**config.mk**
```make
export PLATFORM = sky130hd
export DESIGN_NAME = gpio_port
export DESIGN_NICKNAME = d
export VERILOG_FILES = /design/src/rtl/gpio_port.v /design/src/rtl/port_direction.v /design/src/rtl/serial_memory.v
export VERILOG_INCLUDE_DIRS = /design/src /design/src/rtl
export SDC_FILE = /design/constraint.sdc
export NUM_CORES = 1
export LEC_CHECK = 0
export BUFFER_PORTS_ARGS = -buffer_cell sky130_fd_sc_hd__buf_2
export CORE_MARGIN = 1
export CORE_UTILIZATION = 40
export DETAILED_ROUTE_END_ITERATION = 8
export HOLD_SLACK_MARGIN = 0.1
export PLACE_DENSITY = 0.62
export SLEW_MARGIN = 25
export SYNTH_ARGS = -nofsm -noshare
export SYNTH_HDL_FRONTEND = slang
export SYNTH_SLANG_ARGS = --single-unit
```
**constraint.sdc**
```tcl
create_clock -name clock_in -period 7.5 [get_ports clock_in]
set_clock_uncertainty 0.2 [all_clocks]
set_input_delay 0.375 -clock clock_in [delete_from_list [all_inputs] [get_ports clock_in]]
set_output_delay 0.375 -clock clock_in [all_outputs]
set_load 0.05 [all_outputs]
```
**src/rtl/gpio_port_consts.vh**
```
// constants for the six pin port with serial memory lines
`ifndef GPIO_PORT_CONSTS_VH
`define GPIO_PORT_CONSTS_VH
`define PORT_ADDR         5'h06
`define DIR_LOAD_OPERAND  3'h6
`define PORT_WIDTH        8
`define PIN_COUNT         6
`define DIR_RESET         6'h3f
`define SERIAL_RESET      1'b1
`define BIT_SDA           6
`define BIT_SCL           7
`define BIT_PIN0          0
`define BIT_PIN1          1
`define BIT_TIMER_PIN     2
`define BIT_INPUT_ONLY    3
`define MEM_BYTES         16
`define MEM_ADDR_BITS     4
`define DEV_ADDR_BITS     7
`define DEV_ADDR_DEFAULT  7'h50
`endif

```
**src/rtl/gpio_port.v**
```verilog
// six pin port with direction latches and internal serial memory lines
`timescale 1ns/10ps
`include "gpio_port_consts.vh"
module gpio_port #(
    parameter PINS       = `PIN_COUNT,
    parameter HAS_MEMORY = 1
) (
    input  wire            clock_in,
    input  wire            reset_n_in,
    input  wire [4:0]      file_addr_in,
    input  wire            file_read_in,
    input  wire            file_write_in,
    input  wire [7:0]      file_wdata_in,
    output reg  [7:0]      file_rdata_out,
    input  wire            dir_load_in,
    input  wire [2:0]      dir_operand_in,
    input  wire [7:0]      working_in,
    input  wire            timer_clock_source_select_in,
    input  wire            weak_pullup_enable_n_in,
    input  wire            wake_on_change_enable_n_in,
    input  wire            master_clear_input_enable_in,
    input  wire [PINS-1:0] alt_function_in,
    input  wire [PINS-1:0] pin_in,
    output wire [PINS-1:0] pin_out,
    output wire [PINS-1:0] pin_oe_out,
    output wire [PINS-1:0] pullup_enable_out,
    output wire            wake_on_change_out
);
    reg  [PINS-1:0] out_latch;
    reg             sda_latch;
    reg             scl_latch;
    reg  [PINS-1:0] wake_ref;
    wire [PINS-1:0] direction;
    wire [PINS-1:0] drive;
    wire [PINS-1:0] shared_pins;
    wire            mem_pull_low;
    wire            sda_line;
    wire            scl_line;
    wire [7:0]      port_view;
    wire            port_hit;

    assign port_hit = (file_addr_in == `PORT_ADDR);

    port_direction #(.PINS(PINS)) u_dir (
        .clock_in      (clock_in),
        .reset_n_in    (reset_n_in),
        .load_in       (dir_load_in && dir_operand_in == `DIR_LOAD_OPERAND),
        .working_in    (working_in[PINS-1:0]),
        .direction_out (direction)
    );

    // a pin drives only when its own bit is zero and no override applies
    function [PINS-1:0] drive_mask;
        input [PINS-1:0] dir;
        input            tsel;
        begin
            drive_mask                 = ~dir;
            drive_mask[`BIT_INPUT_ONLY] = 1'b0;
            if (tsel)
                drive_mask[`BIT_TIMER_PIN] = 1'b0;
        end
    endfunction

    assign drive      = drive_mask(direction, timer_clock_source_select_in);
    assign pin_oe_out = drive;
    assign pin_out    = out_latch & drive;

    // pull-up and wake are shared by the same three pins
    assign shared_pins = ({{(PINS-1){1'b0}}, 1'b1} << `BIT_PIN0)
                       | ({{(PINS-1){1'b0}}, 1'b1} << `BIT_PIN1)
                       | ({{(PINS-1){1'b0}}, 1'b1} << `BIT_INPUT_ONLY);

    // an output-driving pin has its pull-up switched off
    function [PINS-1:0] pullup_mask;
        input [PINS-1:0] shared;
        input [PINS-1:0] drv;
        input            pu_n;
        input            master_clear_input;
        begin
            pullup_mask = shared & ~drv & {PINS{~pu_n}};
            if (master_clear_input)
                pullup_mask[`BIT_INPUT_ONLY] = 1'b1;
        end
    endfunction

    assign pullup_enable_out = pullup_mask(shared_pins, drive, weak_pullup_enable_n_in, master_clear_input_enable_in);

    // wake compares current pin levels to those seen at the last port read
    wire [PINS-1:0] wake_pins = shared_pins & ~drive & ~alt_function_in
                              & ~({{(PINS-1){1'b0}}, master_clear_input_enable_in} << `BIT_INPUT_ONLY);
    assign wake_on_change_out = ~wake_on_change_enable_n_in
                              & |((pin_in ^ wake_ref) & wake_pins);

    // serial data is wired-and of our open-drain and the memory; the latch resets high, so it idles high
    assign sda_line = sda_latch & ~(HAS_MEMORY != 0 && mem_pull_low);
    assign scl_line = scl_latch;

    generate
        if (HAS_MEMORY != 0)
        begin : g_mem
            serial_memory u_mem (
                .clock_in         (clock_in),
                .reset_n_in       (reset_n_in),
                .scl_in           (scl_line),
                .sda_in           (sda_line),
                .sda_pull_low_out (mem_pull_low)
            );
        end
        else
        begin : g_nomem
            assign mem_pull_low = 1'b0;
        end
    endgenerate

    // pin levels sampled at read time, alternate functions masked
    assign port_view[PINS-1:0] = pin_in & ~alt_function_in;
    assign port_view[`BIT_SDA] = (HAS_MEMORY != 0) ? sda_line : 1'b0;
    assign port_view[`BIT_SCL] = (HAS_MEMORY != 0) ? scl_line : 1'b0;

    always @(posedge clock_in)
    begin
        if (!reset_n_in)
        begin
            file_rdata_out <= 8'h00;
            wake_ref       <= {PINS{1'b0}};
        end
        else
        begin
            if (file_read_in && port_hit)
            begin
                file_rdata_out <= port_view;
                wake_ref       <= pin_in;
            end
            else
                file_rdata_out <= 8'h00;
        end
    end

    // output latches hold until rewritten; core writes back its pin-based operand
    always @(posedge clock_in)
    begin
        if (!reset_n_in)
        begin
            out_latch <= {PINS{1'b0}};
            sda_latch <= `SERIAL_RESET;
            scl_latch <= `SERIAL_RESET;
        end
        else if (file_write_in && port_hit)
        begin
            out_latch <= file_wdata_in[PINS-1:0];
            sda_latch <= file_wdata_in[`BIT_SDA];
            scl_latch <= file_wdata_in[`BIT_SCL];
        end
    end
endmodule

```
**src/rtl/port_direction.v**
```verilog
// direction latches, loaded from the working register
`timescale 1ns/10ps
`include "gpio_port_consts.vh"
module port_direction #(
    parameter PINS = `PIN_COUNT
) (
    input  wire            clock_in,
    input  wire            reset_n_in,
    input  wire            load_in,
    input  wire [PINS-1:0] working_in,
    output reg  [PINS-1:0] direction_out
);
    // write-only: no read path exists for this latch set
    always @(posedge clock_in)
    begin
        if (!reset_n_in)
            direction_out <= `DIR_RESET;
        else if (load_in)
            direction_out <= working_in;
    end
endmodule

```
**src/rtl/serial_memory.v**
```verilog
// sixteen byte two-wire serial memory fed by the port serial lines
`timescale 1ns/10ps
`include "gpio_port_consts.vh"
module serial_memory #(
    parameter BYTES = `MEM_BYTES,
    parameter ABITS = `MEM_ADDR_BITS,
    parameter [`DEV_ADDR_BITS-1:0] DEV_ADDR = `DEV_ADDR_DEFAULT
) (
    input  wire clock_in,
    input  wire reset_n_in,
    input  wire scl_in,
    input  wire sda_in,
    output reg  sda_pull_low_out
);
    localparam ST_IDLE = 5'b00001;
    localparam ST_DEV  = 5'b00010;
    localparam ST_ADDR = 5'b00100;
    localparam ST_WR   = 5'b01000;
    localparam ST_RD   = 5'b10000;
    reg [7:0]       mem [0:BYTES-1];
    reg [4:0]       state;
    reg [4:0]       next_state;
    reg [7:0]       shift;
    reg [3:0]       count;
    reg [ABITS-1:0] ptr;
    reg             scl_q;
    reg             sda_q;
    reg             ack_phase;
    reg             reading;
    wire scl_rise = scl_in & ~scl_q;
    wire scl_fall = ~scl_in & scl_q;
    wire start    = scl_in & scl_q & sda_q & ~sda_in;
    wire stop     = scl_in & scl_q & ~sda_q & sda_in;
    wire byte_done = (count == 4'h8);
    always @*
    begin
        next_state = state;
        case (state)
            ST_IDLE: next_state = ST_IDLE;
            ST_DEV:  if (byte_done && scl_fall)
                         next_state = (shift[7:1] != DEV_ADDR) ? ST_IDLE : (shift[0] ? ST_RD : ST_ADDR);
            ST_ADDR: if (byte_done && scl_fall)
                         next_state = ST_WR;
            ST_WR:   next_state = ST_WR;
            ST_RD:   next_state = ST_RD;
            default: next_state = ST_IDLE;
        endcase
        if (start)
            next_state = ST_DEV;
        else if (stop)
            next_state = ST_IDLE;
    end
    always @(posedge clock_in)
    begin
        if (!reset_n_in)
        begin
            state            <= ST_IDLE;
            shift            <= 8'h00;
            count            <= 4'h0;
            ptr              <= {ABITS{1'b0}};
            scl_q            <= 1'b1;
            sda_q            <= 1'b1;
            ack_phase        <= 1'b0;
            reading          <= 1'b0;
            sda_pull_low_out <= 1'b0;
        end
        else
        begin
            scl_q <= scl_in;
            sda_q <= sda_in;
            state <= next_state;
            if (start || stop)
            begin
                count            <= 4'h0;
                ack_phase        <= 1'b0;
                reading          <= 1'b0;
                sda_pull_low_out <= 1'b0;
            end
            else if (scl_rise && !ack_phase)
            begin
                shift <= {shift[6:0], sda_in};
                count <= count + 4'h1;
            end
            else if (scl_fall)
            begin
                if (ack_phase)
                begin
                    ack_phase <= 1'b0;
                    count     <= 4'h0;
                    // read: present next byte msb first, unless master did not ack
                    if (reading && !sda_in)
                    begin
                        shift            <= mem[ptr];
                        ptr              <= ptr + 1'b1;
                        sda_pull_low_out <= ~mem[ptr][7];
                        count            <= 4'h1;
                    end
                    else
                        sda_pull_low_out <= 1'b0;
                end
                else if (state == ST_RD && reading && !byte_done)
                begin
                    sda_pull_low_out <= ~shift[7-count[2:0]];
                    count            <= count + 4'h1;
                end
                else if (byte_done)
                begin
                    ack_phase <= 1'b1;
                    if (state == ST_RD)
                        sda_pull_low_out <= 1'b0;
                    else if (state == ST_DEV && shift[7:1] == DEV_ADDR)
                    begin
                        sda_pull_low_out <= 1'b1;
                        reading          <= shift[0];
                        if (shift[0])
                        begin
                            shift <= mem[ptr];
                            ptr   <= ptr + 1'b1;
                        end
                    end
                    else if (state == ST_ADDR)
                    begin
                        ptr              <= shift[ABITS-1:0];
                        sda_pull_low_out <= 1'b1;
                    end
                    else if (state == ST_WR)
                    begin
                        mem[ptr]         <= shift;
                        ptr              <= ptr + 1'b1;
                        sda_pull_low_out <= 1'b1;
                    end
                end
            end
            else if (ack_phase && reading && scl_rise)
                sda_pull_low_out <= 1'b0;
            if (ack_phase && reading && state == ST_RD && scl_fall && sda_pull_low_out == 1'b0 && count == 4'h8)
                sda_pull_low_out <= ~shift[7];
        end
    end
endmodule

```
==> impl_results.md, run 1 <==
- Share of layout cells above drive strength 1: 24.9%
- Yosys top cell area share: 49.3%
- Kind of critical path: reg -> reg
- Sequence of cells on the critical path: inv_1 > ha_1 > nand3b_1 > or3_4 > nor4_4 > nand2_1 > nor2_1
- Distinct cells, synth: 72
- Synth async-reset ratio: 0%
- Sw Ratio: 21.3%
- Vias in the first global route: 4997
- Postcts setup bufs: 0
- Layer with the highest usage: met2
- Routability cong.: 0.860
- Total GRT Usage: 17.9%
- Clock Pin Slew Worst Setup and Hold Paths: 0.06 ns
- Flip-flop and latch count after synthesis: 181
- Critical register-to-register path startpoint: g_mem.u_mem.count[0]
- Worst endpoint data arrival time: 3.00 ns
- Cells resized by post-CTS repair: 0
- Total inserted antenna cells: 0
- Clock tree from TritonCTS: yes
- Biggest area contributors in the synthesized netlist: edfxtp_1 49%, dfxtp_1 14%, mux4_2 9.5%
- Post-detailed-route wirelength per cell: 18.4 um
- Unrepaired setup endpoints after global routing: no
- Final standard cell area without fillers: 9290 sq um
- Syn_area_per_cell: 14.5 sq um
- Share of synthesized area occupied by flip-flops and latches: 62.9%
- Initial detailed-routing violation count: 442
- Switching power total: 0.440 mW
- Reported leakage power: 3.33 nW
- Number of inserted filler cells in the final layout: 1623
- Total Die Area: 20100 sq um
- Insertion delay to the later sink of the worst-skew pair: 0.43 ns
- Ports placed on the boundary: 72
- Number of buffers added by the clock tree synthesis step: 17
- DP Worst Slack: 4.35 ns
- Number of antenna violations at the first check in global routing: 0
- Global-route wire length before repair: 26.6 mm
- Final Hold Viols: 0
- Area of the mapped netlist: 7800 sq um
- R2R cell count: 7
- Placeable Area: 18900 sq um
- Number of synthesized flops with an enable pin: 128
- Final critical delay including setup and external delays: 3.15 ns
- Power per cell area: 223 nW/um^2
- Critical hold path startpoint: file_read_in
- Starting Density: 41.3%
- VDD IR max: 0.159 mV
- Number of input and output port buffers inserted: 62
- Total number of vias: 4908
- Result of the run: finished clean
- Max-cap violations: 0
- Total wire length: 16.7 mm
- Design Power: 2.07 mW
- Slowest stage cell, crit path: nor2_1
- Worst Path Required: 7.35 ns
- Clock Tree Root: clkbuf_16
- Final Setup Violations: 0
- Die height: 142 um
- Number of placement rows: 50
- Leading cell types in the layout, fill and taps excluded: 128 x edfxtp_1, 62 x buf_2, 51 x dfxtp_1
- Crit path setup slack, layout: 4.35 ns
- Crit. End Element: flop
- Largest net degree at the start of global routing: 32
- Share of power burned in registers: 51.8%
- Global routing usage on met3: 3.61%
- Clock share of power: 43.9%
- Slew Limit Headroom: 37.1%
- CP startpoint kind: flop
- Minimum setup slack among reg-to-reg paths: 4.35 ns
- Post-route antenna net violation count: 0
- GR met1 Demand/Resource: 23.1%
- Combinational Power Share: 4.3%
- H-Tree Level Count: 4
- Core Util, Final: 49.2%
- Maximum frequency from static timing analysis: 318 MHz
- Die X-Extent: 142 um
- Synthesized netlist cell count: 539
- Number of buffers between clock root and the deepest sink: 2
- Half-perimeter wire length of the detailed placement result: 10.7 mm
- Area occupied by registers: 4910 sq um
- Hold Crit Endpoint: wake_ref[0]
- Reg2reg end: g_mem.u_mem.mem[4][3]
- Global routing met2 resource utilization: 29.7%
- Via density per instance: 5.39
- Area growth, synth to finish: 19.0%
- Worst hold slack: 0.144 ns
- Path class of the lowest-slack min-delay path: in -> reg
- NumNets Final: 688
- Number of detailed-route iterations in the first pass: 5
- Finished Layout Cells: 910
- Total Negative Setup Slacks: 0 ns
- Ratio of final minimum period to clock period: 41.9%
- Largest fanout of any net on the critical path: 8
- Cell depth of the worst min-delay path: 4
- Library cell with the largest summed area after synthesis: edfxtp_1
- Placement-stage cell area: 8310 sq um
- GRT overflow: 0
- Final Max Tran Viols: 0
- Transition time of the tightest slew-check pin: 0.942 ns
- Number of sinks handled by clock tree synthesis: 181
- Delay of the slowest cell on the worst path: 0.72 ns
- Post-Place Cells: 841
- Area of combinational cells with multiple inputs: 2670 sq um
- Internal power summed over all cells: 1.63 mW
- Primary FF master, synth: edfxtp_1
- Commonest non-fill, non-tap cell in the layout: edfxtp_1
- Synth warn: 0
- Number of remaining DRC errors: 0
sequential cells by signal, summed over array words and instances (netlist names), named ones only:
name / count
g_mem.u_mem.state: 5
g_mem.u_mem.reading: 1
g_mem.u_mem.count: 4
file_rdata_out: 8
wake_ref: 3
g_mem.u_mem.scl_q: 1
g_mem.u_mem.shift: 8
g_mem.u_mem.ptr: 4
g_mem.u_mem.sda_q: 1
sda_latch: 1
out_latch: 5
g_mem.u_mem.sda_pull_low_out: 1
u_dir.direction_out: 5
g_mem.u_mem.mem: 128
g_mem.u_mem.ack_phase: 1
scl_latch: 1
layout make-up:
cell class	instances	area share, %
clock inverter	14	1.87
clock buffer	18	4.62
inverter	13	0.525
multi-input combinational	318	28.7
sequential	181	52.8
tap	260	3.50
timing repair buffer	106	7.89
kinds of logic after synthesis:
logic type,synth area share [%]
flops,62.9
other cells,0.0481
mux,12.0
fa+ha+maj,0.962
xor+xnor,0.898
buf+inv,3.19
simple gates,12.2
compound gates,7.81
synthesized netlist by cell type (10+ instances only):
| cell | instances |
|---|---|
| a21oi_1 | 18 |
| a31oi_1 | 11 |
| buf_4 | 11 |
| dfxtp_1 | 53 |
| edfxtp_1 | 128 |
| inv_1 | 13 |
| mux4_2 | 33 |
| nand2_1 | 44 |
| nand3_1 | 23 |
| nor2_1 | 28 |
| nor3_1 | 10 |
| o21ai_0 | 12 |
repair_timing:
| action | CTS | global route |
|---|---|---|
| hold endpoints to repair | 21 | 0 |
| hold buffers | 37 | 0 |
| setup endpoints to repair | 0 | 0 |
power groups by stage:
stage               clock (mW)  sequential [mW]  combinational (mW)
finish                   0.908             1.07              0.0881
detailed placement           0             1.09              0.0778
global route             0.961             1.07              0.0966
CTS                      0.922             1.07              0.0870
floorplan                    0             1.09              0.0591
global placement             0             1.09              0.0770
worst max-delay path: cells and delay by family, from the launching register on:
kind,cells,cell delay [ns]
buffers and inverters,1,0.10
adders and majority gates,1,0.17
and+or+nand+nor,5,1.92
DFF,1,0.38
worst max-delay path by stage:
stage                     slack, ns            startpoint                     to
after floorplan                4.76  g_mem.u_mem.count[0]  g_mem.u_mem.mem[0][0]
after global placement         4.24  g_mem.u_mem.count[0]  g_mem.u_mem.mem[2][3]
after detailed placement       4.35  g_mem.u_mem.count[0]  g_mem.u_mem.mem[4][3]
after CTS                      4.33  g_mem.u_mem.count[0]  g_mem.u_mem.mem[4][3]
after global routing           4.21  g_mem.u_mem.count[0]  g_mem.u_mem.mem[8][3]
final                          4.35  g_mem.u_mem.count[0]  g_mem.u_mem.mem[4][3]
metal layers:
layer	vias up	part of all wire, %
li1	2274	-
met5	-	0
met3	19	5.7
met1	2451	43
met2	164	50
met4	0	1.8
Power figures use the tool's default switching activity.
==> run 2, diff against run 1 <==
==> constraint.sdc (replaced) <==
create_clock -name clock_in -period 2.9 [get_ports clock_in]
set_clock_uncertainty 0.2 [all_clocks]
set_input_delay 0.145 -clock clock_in [delete_from_list [all_inputs] [get_ports clock_in]]
set_output_delay 0.145 -clock clock_in [all_outputs]
set_load 0.05 [all_outputs]
==> run 2 against run 1 <==
  * Register-to-register slack worse by 4.1 ns
  * Routed wire length is 7.2% higher
  * Worst hold slack better by 0.032 ns
  * Critical path type unchanged
  * Critical endpoint is now g_mem.u_mem.mem[0][3]
  * Largest power group unchanged
==> impl_results.md, run 2 (same netlist as run 1, synthesis figures left out) <==
- Registers with the highest flip-flop counts: g_mem.u_mem.mem x128, file_rdata_out x8, g_mem.u_mem.shift x8
- Leading cell types in the layout, fill and taps excluded: 128 x edfxtp_1, 62 x buf_2, 58 x dlygate4sd3_1
- Largest net degree at the start of global routing: 32 (unchanged)
- Critical register-to-register path startpoint: g_mem.u_mem.count[0]
- Transition time of the tightest slew-check pin: 0.771 ns (-0.171 ns)
- Largest fanout of any net on the critical path: 8 (unchanged)
- Clock Pin Slew Worst Setup and Hold Paths: 0.07 ns (about the same)
- NumNets Final: 736 (+7.0%)
- Share of layout cells above drive strength 1: 26.8% (+1.9 points)
- Number of buffers added by the clock tree synthesis step: 17 (unchanged)
- GRT overflow: 0 (unchanged)
- Worst endpoint data arrival time: 2.55 ns (-0.45 ns)
- CP startpoint kind: flop
- Ratio of final minimum period to clock period: 89.9% (+48 points)
- Placeable Area: 18900 sq um (unchanged)
- Cells resized by post-CTS repair: 0 (unchanged)
- Commonest non-fill, non-tap cell in the layout: edfxtp_1
- Kind of critical path: reg -> reg
- Total number of vias: 5121 (+4.3%)
- Vias in the first global route: 5267 (+5.4%)
- H-Tree Level Count: 4 (unchanged)
- Number of sinks handled by clock tree synthesis: 181 (unchanged)
- Via density per instance: 5.35 (-0.89%)
- R2R cell count: 8 (+1)
- Reg2reg end: g_mem.u_mem.mem[0][3]
- Total GRT Usage: 19.0% (+1.1 points)
- Global-route wire length before repair: 28.2 mm (+6.1%)
- Routability cong.: 0.840 (-2.3%)
- Die height: 142 um (unchanged)
- Total Die Area: 20100 sq um (unchanged)
- Worst Path Required: 2.84 ns (-4.51 ns)
- Final Max Tran Viols: 0 (unchanged)
- Total Negative Setup Slacks: 0 ns (unchanged)
- Area occupied by registers: 4910 sq um (about the same)
- Number of input and output port buffers inserted: 62 (unchanged)
- Insertion delay to the later sink of the worst-skew pair: 0.43 ns (about the same)
- Path class of the lowest-slack min-delay path: in -> reg
- Clock Tree Root: clkbuf_16
- Crit. End Element: flop
- Maximum frequency from static timing analysis: 384 MHz (+21%)
- Core Util, Final: 51.1% (+2.0 points)
- Unrepaired setup endpoints after global routing: no
- Final standard cell area without fillers: 9660 sq um (+4.0%)
- Initial detailed-routing violation count: 369 (-17%)
- Post-route antenna net violation count: 0 (unchanged)
- Number of remaining DRC errors: 0 (unchanged)
- Final Hold Viols: 0 (unchanged)
- VDD IR max: 0.443 mV (+180%)
- Number of antenna violations at the first check in global routing: 0 (unchanged)
- Die X-Extent: 142 um (unchanged)
- Number of detailed-route iterations in the first pass: 5 (unchanged)
- Clock tree from TritonCTS: yes
- Result of the run: finished clean
- Total inserted antenna cells: 0 (unchanged)
- Number of inserted filler cells in the final layout: 1591 (-2.0%)
- Largest register FFs: 128 (unchanged)
- Starting Density: 41.3% (unchanged)
- Final critical delay including setup and external delays: 2.61 ns (-0.539 ns)
- Half-perimeter wire length of the detailed placement result: 11.4 mm (+6.9%)
- Largest register by flop count: g_mem.u_mem.mem
- Reported leakage power: 3.56 nW (+6.8%)
- Ports placed on the boundary: 72 (unchanged)
- Area of combinational cells with multiple inputs: 2670 sq um (-0.19%)
- Number of placement rows: 50 (unchanged)
- Post-detailed-route wirelength per cell: 18.7 um (+1.8%)
- Power per cell area: 538 nW/um^2 (+140%)
- Minimum setup slack among reg-to-reg paths: 0.29 ns (-4.06 ns)
- Placement-stage cell area: 8520 sq um (+2.5%)
- Critical hold path startpoint: file_addr_in[4]
- Area growth, synth to finish: 23.8%
- Design Power: 5.20 mW (+150%)
- Total wire length: 17.9 mm (+7.2%)
- Cell depth of the worst min-delay path: 5 (+1)
- Max-cap violations: 0 (unchanged)
- Slew Limit Headroom: 48.3% (+11 points)
- Hold Crit Endpoint: file_rdata_out[7]
- Final Setup Violations: 0 (unchanged)
- Number of buffers between clock root and the deepest sink: 2 (unchanged)
-- run 2: cell count changes in the layout (fill, tap and decap cells not counted), sizes merged --
| cell | before | now |
|---|---|---|
| clkinv | 6 | 4 |
| bufinv | 3 | 0 |
| inv | 16 | 19 |
| clkbuf | 18 | 20 |
| dlygate4sd3 | 37 | 58 |
| buf | 69 | 96 |
-- run 2: per-stage QoR --
stage	setup WS [ns]	std cells	hold WS, ns
floorplan	0.160	543	0.0211
global placement	0.252	868	0.104
detailed placement	0.200	868	0.107
CTS	0.170	958	0.156
global route	0.113	958	0.213
finish	0.293	958	0.176
-- run 2: report_power, final --
part	switching [mW]	internal, mW
clock	0.999	1.18
sequential	0.0176	2.75
combinational	0.143	0.110
total	1.16	4.04
-- run 2: layout make-up --
| class | count | area share (%) |
|---|---|---|
| tap | 260 | 3.37 |
| clock inverter | 12 | 0.945 |
| sequential | 181 | 50.8 |
| inverter | 13 | 0.505 |
| timing repair buffer | 154 | 12.0 |
| multi-input combinational | 318 | 27.6 |
| clock buffer | 20 | 4.84 |
-- run 2: how the worst max path moves through the flow --
stage | from | end | slack, ns
2_1_floorplan | g_mem.u_mem.count[0] | g_mem.u_mem.mem[0][0] | 0.16
3_3_place_gp | g_mem.u_mem.count[0] | g_mem.u_mem.mem[0][2] | 0.25
3_5_place_dp | g_mem.u_mem.count[0] | g_mem.u_mem.mem[0][3] | 0.20
4_1_cts | g_mem.u_mem.count[0] | g_mem.u_mem.mem[0][3] | 0.17
5_1_grt | g_mem.u_mem.count[0] | g_mem.u_mem.mem[6][4] | 0.11
6_report | g_mem.u_mem.count[0] | g_mem.u_mem.mem[0][3] | 0.29
-- run 2: metal layers --
| layer | GRT usage, % | vias to the layer above | wire length, um |
|---|---|---|---|
| met5 | 0 | - | 0 |
| met4 | 5.83 | 0 | 296 |
| met3 | 4.49 | 29 | 1010 |
| met2 | 31.1 | 184 | 8780 |
| met1 | 25.1 | 2543 | 7850 |
| li1 | - | 2365 | - |
-- run 2: timing repair --
action / 4_1_cts / 5_1_grt
endpoints found under the setup margin: 0 / 10
hold endpoints to repair: 32 / 0
setup buffers: 0 / 0
hold buffers: 58 / 0
-- run 2: worst max-delay path, cell delays in order (launching register included) --
cell and delay [ns]:
dfxtp_1 0.38, inv_1 0.11, ha_1 0.16, nand3b_1 0.16
or3_4 0.45, nor4_4 0.26, nand2_1 0.19, nor3_1 0.19
buf_4 0.22
==> run 3, diff against run 2 <==
--- a/config.mk
+++ b/config.mk
@@ -7,11 +7,13 @@
 export NUM_CORES = 1
 export LEC_CHECK = 0
 export BUFFER_PORTS_ARGS = -buffer_cell sky130_fd_sc_hd__buf_2
+export CELL_PAD_IN_SITES_DETAIL_PLACEMENT = 0
+export CELL_PAD_IN_SITES_GLOBAL_PLACEMENT = 1
 export CORE_MARGIN = 1
 export CORE_UTILIZATION = 40
 export DETAILED_ROUTE_END_ITERATION = 8
 export HOLD_SLACK_MARGIN = 0.1
-export PLACE_DENSITY = 0.62
+export PLACE_DENSITY = 0.71
 export SLEW_MARGIN = 25
 export SYNTH_ARGS = -nofsm -noshare
 export SYNTH_HDL_FRONTEND = slang
==> run 3 against run 2 <==
  * Combinational power shrank 2%
  * Register-to-register slack is essentially flat
  * Setup slack lost 0.014 ns
  * Clock power grew 4%
  * Via count shrank 0.37%
  * First-iteration DRC count grew 8.7%
  * Global-route usage shrank 0.23 points
  * Design area grew 0.74%
  * Die area is the same
==> impl_results.md, run 3 (same netlist as run 1, synthesis figures left out) <==
- R2R cell count: 8 (unchanged)
- Insertion delay to the later sink of the worst-skew pair: 0.44 ns (about the same)
- Leading cell types in the layout, fill and taps excluded: 128 x edfxtp_1, 62 x buf_2, 58 x dlygate4sd3_1
- Internal power summed over all cells: 4.01 mW (-0.83%)
- Unrepaired setup endpoints after global routing: no
- DP Worst Slack: 0.148 ns (-0.0529 ns)
- Worst endpoint data arrival time: 2.56 ns (about the same)
- Via density per instance: 5.30 (-0.89%)
- Hold Crit Endpoint: file_rdata_out[7]
- Finished Layout Cells: 963 (+0.52%)
- H-Tree Level Count: 4 (unchanged)
- Reg2reg end: g_mem.u_mem.mem[0][3]
- Kind of critical path: reg -> reg
- Cell depth of the worst min-delay path: 5 (unchanged)
- Total wire length: 17.8 mm (-0.65%)
- Area growth, synth to finish: 24.7%
- Final critical delay including setup and external delays: 2.62 ns (+0.0141 ns)
- Maximum frequency from static timing analysis: 382 MHz (-0.54%)
- NumNets Final: 741 (+0.68%)
- Final Max Tran Viols: 0 (unchanged)
- Clock Tree Root: clkbuf_16
- Commonest non-fill, non-tap cell in the layout: edfxtp_1
- Power per cell area: 542 nW/um^2 (+0.66%)
- Number of remaining DRC errors: 0 (unchanged)
- Number of input and output port buffers inserted: 62 (unchanged)
- Number of inserted filler cells in the final layout: 1604 (+0.82%)
- Postcts setup bufs: 0 (unchanged)
- Largest register by flop count: g_mem.u_mem.mem
- Vias in the first global route: 5139 (-2.4%)
- Die X-Extent: 142 um (unchanged)
- Number of detailed-route iterations in the first pass: 4 (-1)
- Total buffers and inverters traversed by the critical path: 2 (unchanged)
- Crit path setup slack, layout: 0.279 ns (-0.0141 ns)
- Sequence of cells on the critical path: inv_1 > ha_1 > nand3b_1 > or3_4 > nor4_4 > nand2_1 > nor3_1 > buf_4
- Registers with the highest flip-flop counts: g_mem.u_mem.mem x128, file_rdata_out x8, g_mem.u_mem.shift x8
- Total number of vias: 5102 (-0.37%)
- Ports placed on the boundary: 72 (unchanged)
- Largest fanout of any net on the critical path: 8 (unchanged)
- CP startpoint kind: flop
- Sw Ratio: 24.0% (+1.7 points)
- Reported leakage power: 3.60 nW (+1.0%)
- Largest net degree at the start of global routing: 32 (unchanged)
- Post-Place Cells: 873 (+0.58%)
- Clock tree from TritonCTS: yes
- Result of the run: finished clean
- Number of sinks handled by clock tree synthesis: 181 (unchanged)
- Slowest stage cell, crit path: or3_4
- Combinational Power Share: 4.7% (-0.2 points)
- Largest register FFs: 128 (unchanged)
- Clock share of power: 42.8% (+0.8 points)
- Worst Path Required: 2.84 ns (about the same)
- Final standard cell area without fillers: 9730 sq um (+0.74%)
- Routability cong.: 0.835 (-0.67%)
- Total Negative Setup Slacks: 0 ns (unchanged)
- Final Hold Viols: 0 (unchanged)
- Delay of the slowest cell on the worst path: 0.45 ns (about the same)
- Critical hold path startpoint: file_addr_in[4]
- Post-route antenna net violation count: 0 (unchanged)
- Kind of cell adding the most delay to the critical path: simple AND/OR/NAND/NOR gates
- Final Setup Violations: 0 (unchanged)
- Slew Limit Headroom: 52.0% (+3.7 points)
- Starting Density: 41.3% (unchanged)
- Share of power burned in registers: 52.4% (-0.8 points)
- Crit. End Element: flop
- Share of layout cells above drive strength 1: 27.7% (+0.95 points)
- Number of buffers added by the clock tree synthesis step: 17 (unchanged)
- VDD IR max: 0.399 mV (-9.9%)
- Clock Pin Slew Worst Setup and Hold Paths: 0.07 ns (about the same)
- Switching power total: 1.27 mW (+9.2%)
- Max-cap violations: 0 (unchanged)
- Global-route wire length before repair: 27.8 mm (-1.6%)
- Placement-stage cell area: 8560 sq um (+0.44%)
- Transition time of the tightest slew-check pin: 0.715 ns (-0.0557 ns)
- Total GRT Usage: 18.7% (-0.23 points)
- Path class of the lowest-slack min-delay path: in -> reg
- Critical register-to-register path startpoint: g_mem.u_mem.count[0]
- Minimum setup slack among reg-to-reg paths: 0.28 ns (about the same)
- Total Die Area: 20100 sq um (unchanged)
- Number of buffers between clock root and the deepest sink: 2 (unchanged)
- Total inserted antenna cells: 0 (unchanged)
- Number of placement rows: 50 (unchanged)
- Post-detailed-route wirelength per cell: 18.5 um (-1.2%)
- Initial detailed-routing violation count: 401 (+8.7%)
- Half-perimeter wire length of the detailed placement result: 11.7 mm (+2.9%)
- Die height: 142 um (unchanged)
- Number of antenna violations at the first check in global routing: 0 (unchanged)
- Placeable Area: 18900 sq um (unchanged)
- GRT overflow: 0 (unchanged)
- Ratio of final minimum period to clock period: 90.4% (+0.49 points)
-- run 3: tightest hold or removal path, cell delays in order --
cell,delay (ns)
buf_2,0.08
nor2_1,0.03
buf_4,0.17
nand3_1,0.30
nor2_1,0.07
-- run 3: cell type report --
class,instances,area (sq um),area share [%]
multi-input combinational,318,2680,27.5
timing repair buffer,159,1200,12.3
tap,260,325,3.34
clock buffer,17,425,4.37
clock inverter,15,158,1.62
inverter,13,48.8,0.501
sequential,181,4910,50.4
-- run 3: power by group through the flow --
stage	sequential, mW	clock [mW]	combinational, mW
6_report	2.77	2.26	0.249
5_1_grt	2.77	2.39	0.269
4_1_cts	2.77	2.29	0.248
3_5_place_dp	2.82	0	0.216
3_3_place_gp	2.82	0	0.213
2_1_floorplan	2.82	0	0.153
-- run 3: per-stage QoR --
step | utilization [%] | power (mW) | hold WS [ns]
after detailed placement | 45.3 | 3.04 | 0.115
after CTS | 51.5 | 5.30 | 0.176
after floorplan | - | 2.97 | 0.0211
after global routing | 51.5 | 5.43 | 0.247
after global placement | 45.3 | 3.04 | 0.106
final | 51.5 | 5.28 | 0.194
-- run 3: worst max-delay path by stage --
stage	slack, ns	endpoint	startpoint	depth (start not counted)
after CTS	0.11	g_mem.u_mem.mem[3][0]	g_mem.u_mem.count[0]	8
final	0.28	g_mem.u_mem.mem[0][3]	g_mem.u_mem.count[0]	8
after global placement	0.10	g_mem.u_mem.mem[3][6]	g_mem.u_mem.count[0]	8
after floorplan	0.16	g_mem.u_mem.mem[0][0]	g_mem.u_mem.count[0]	7
after global routing	0.09	g_mem.u_mem.mem[0][3]	g_mem.u_mem.count[0]	8
after detailed placement	0.15	g_mem.u_mem.mem[3][3]	g_mem.u_mem.count[0]	8
-- run 3: layer usage --
metal,track usage (%),up-vias,wire length [um]
met1,24.5,2516,7820
met5,0,-,0
li1,-,2380,-
met4,7.58,0,349
met3,4.02,25,1000
met2,30.5,181,8640
-- run 3: what timing repair did --
action,CTS,global route
gates resized for setup,0,2
endpoints found under the setup margin,0,24
hold endpoints to repair,32,0
hold buffers,58,0
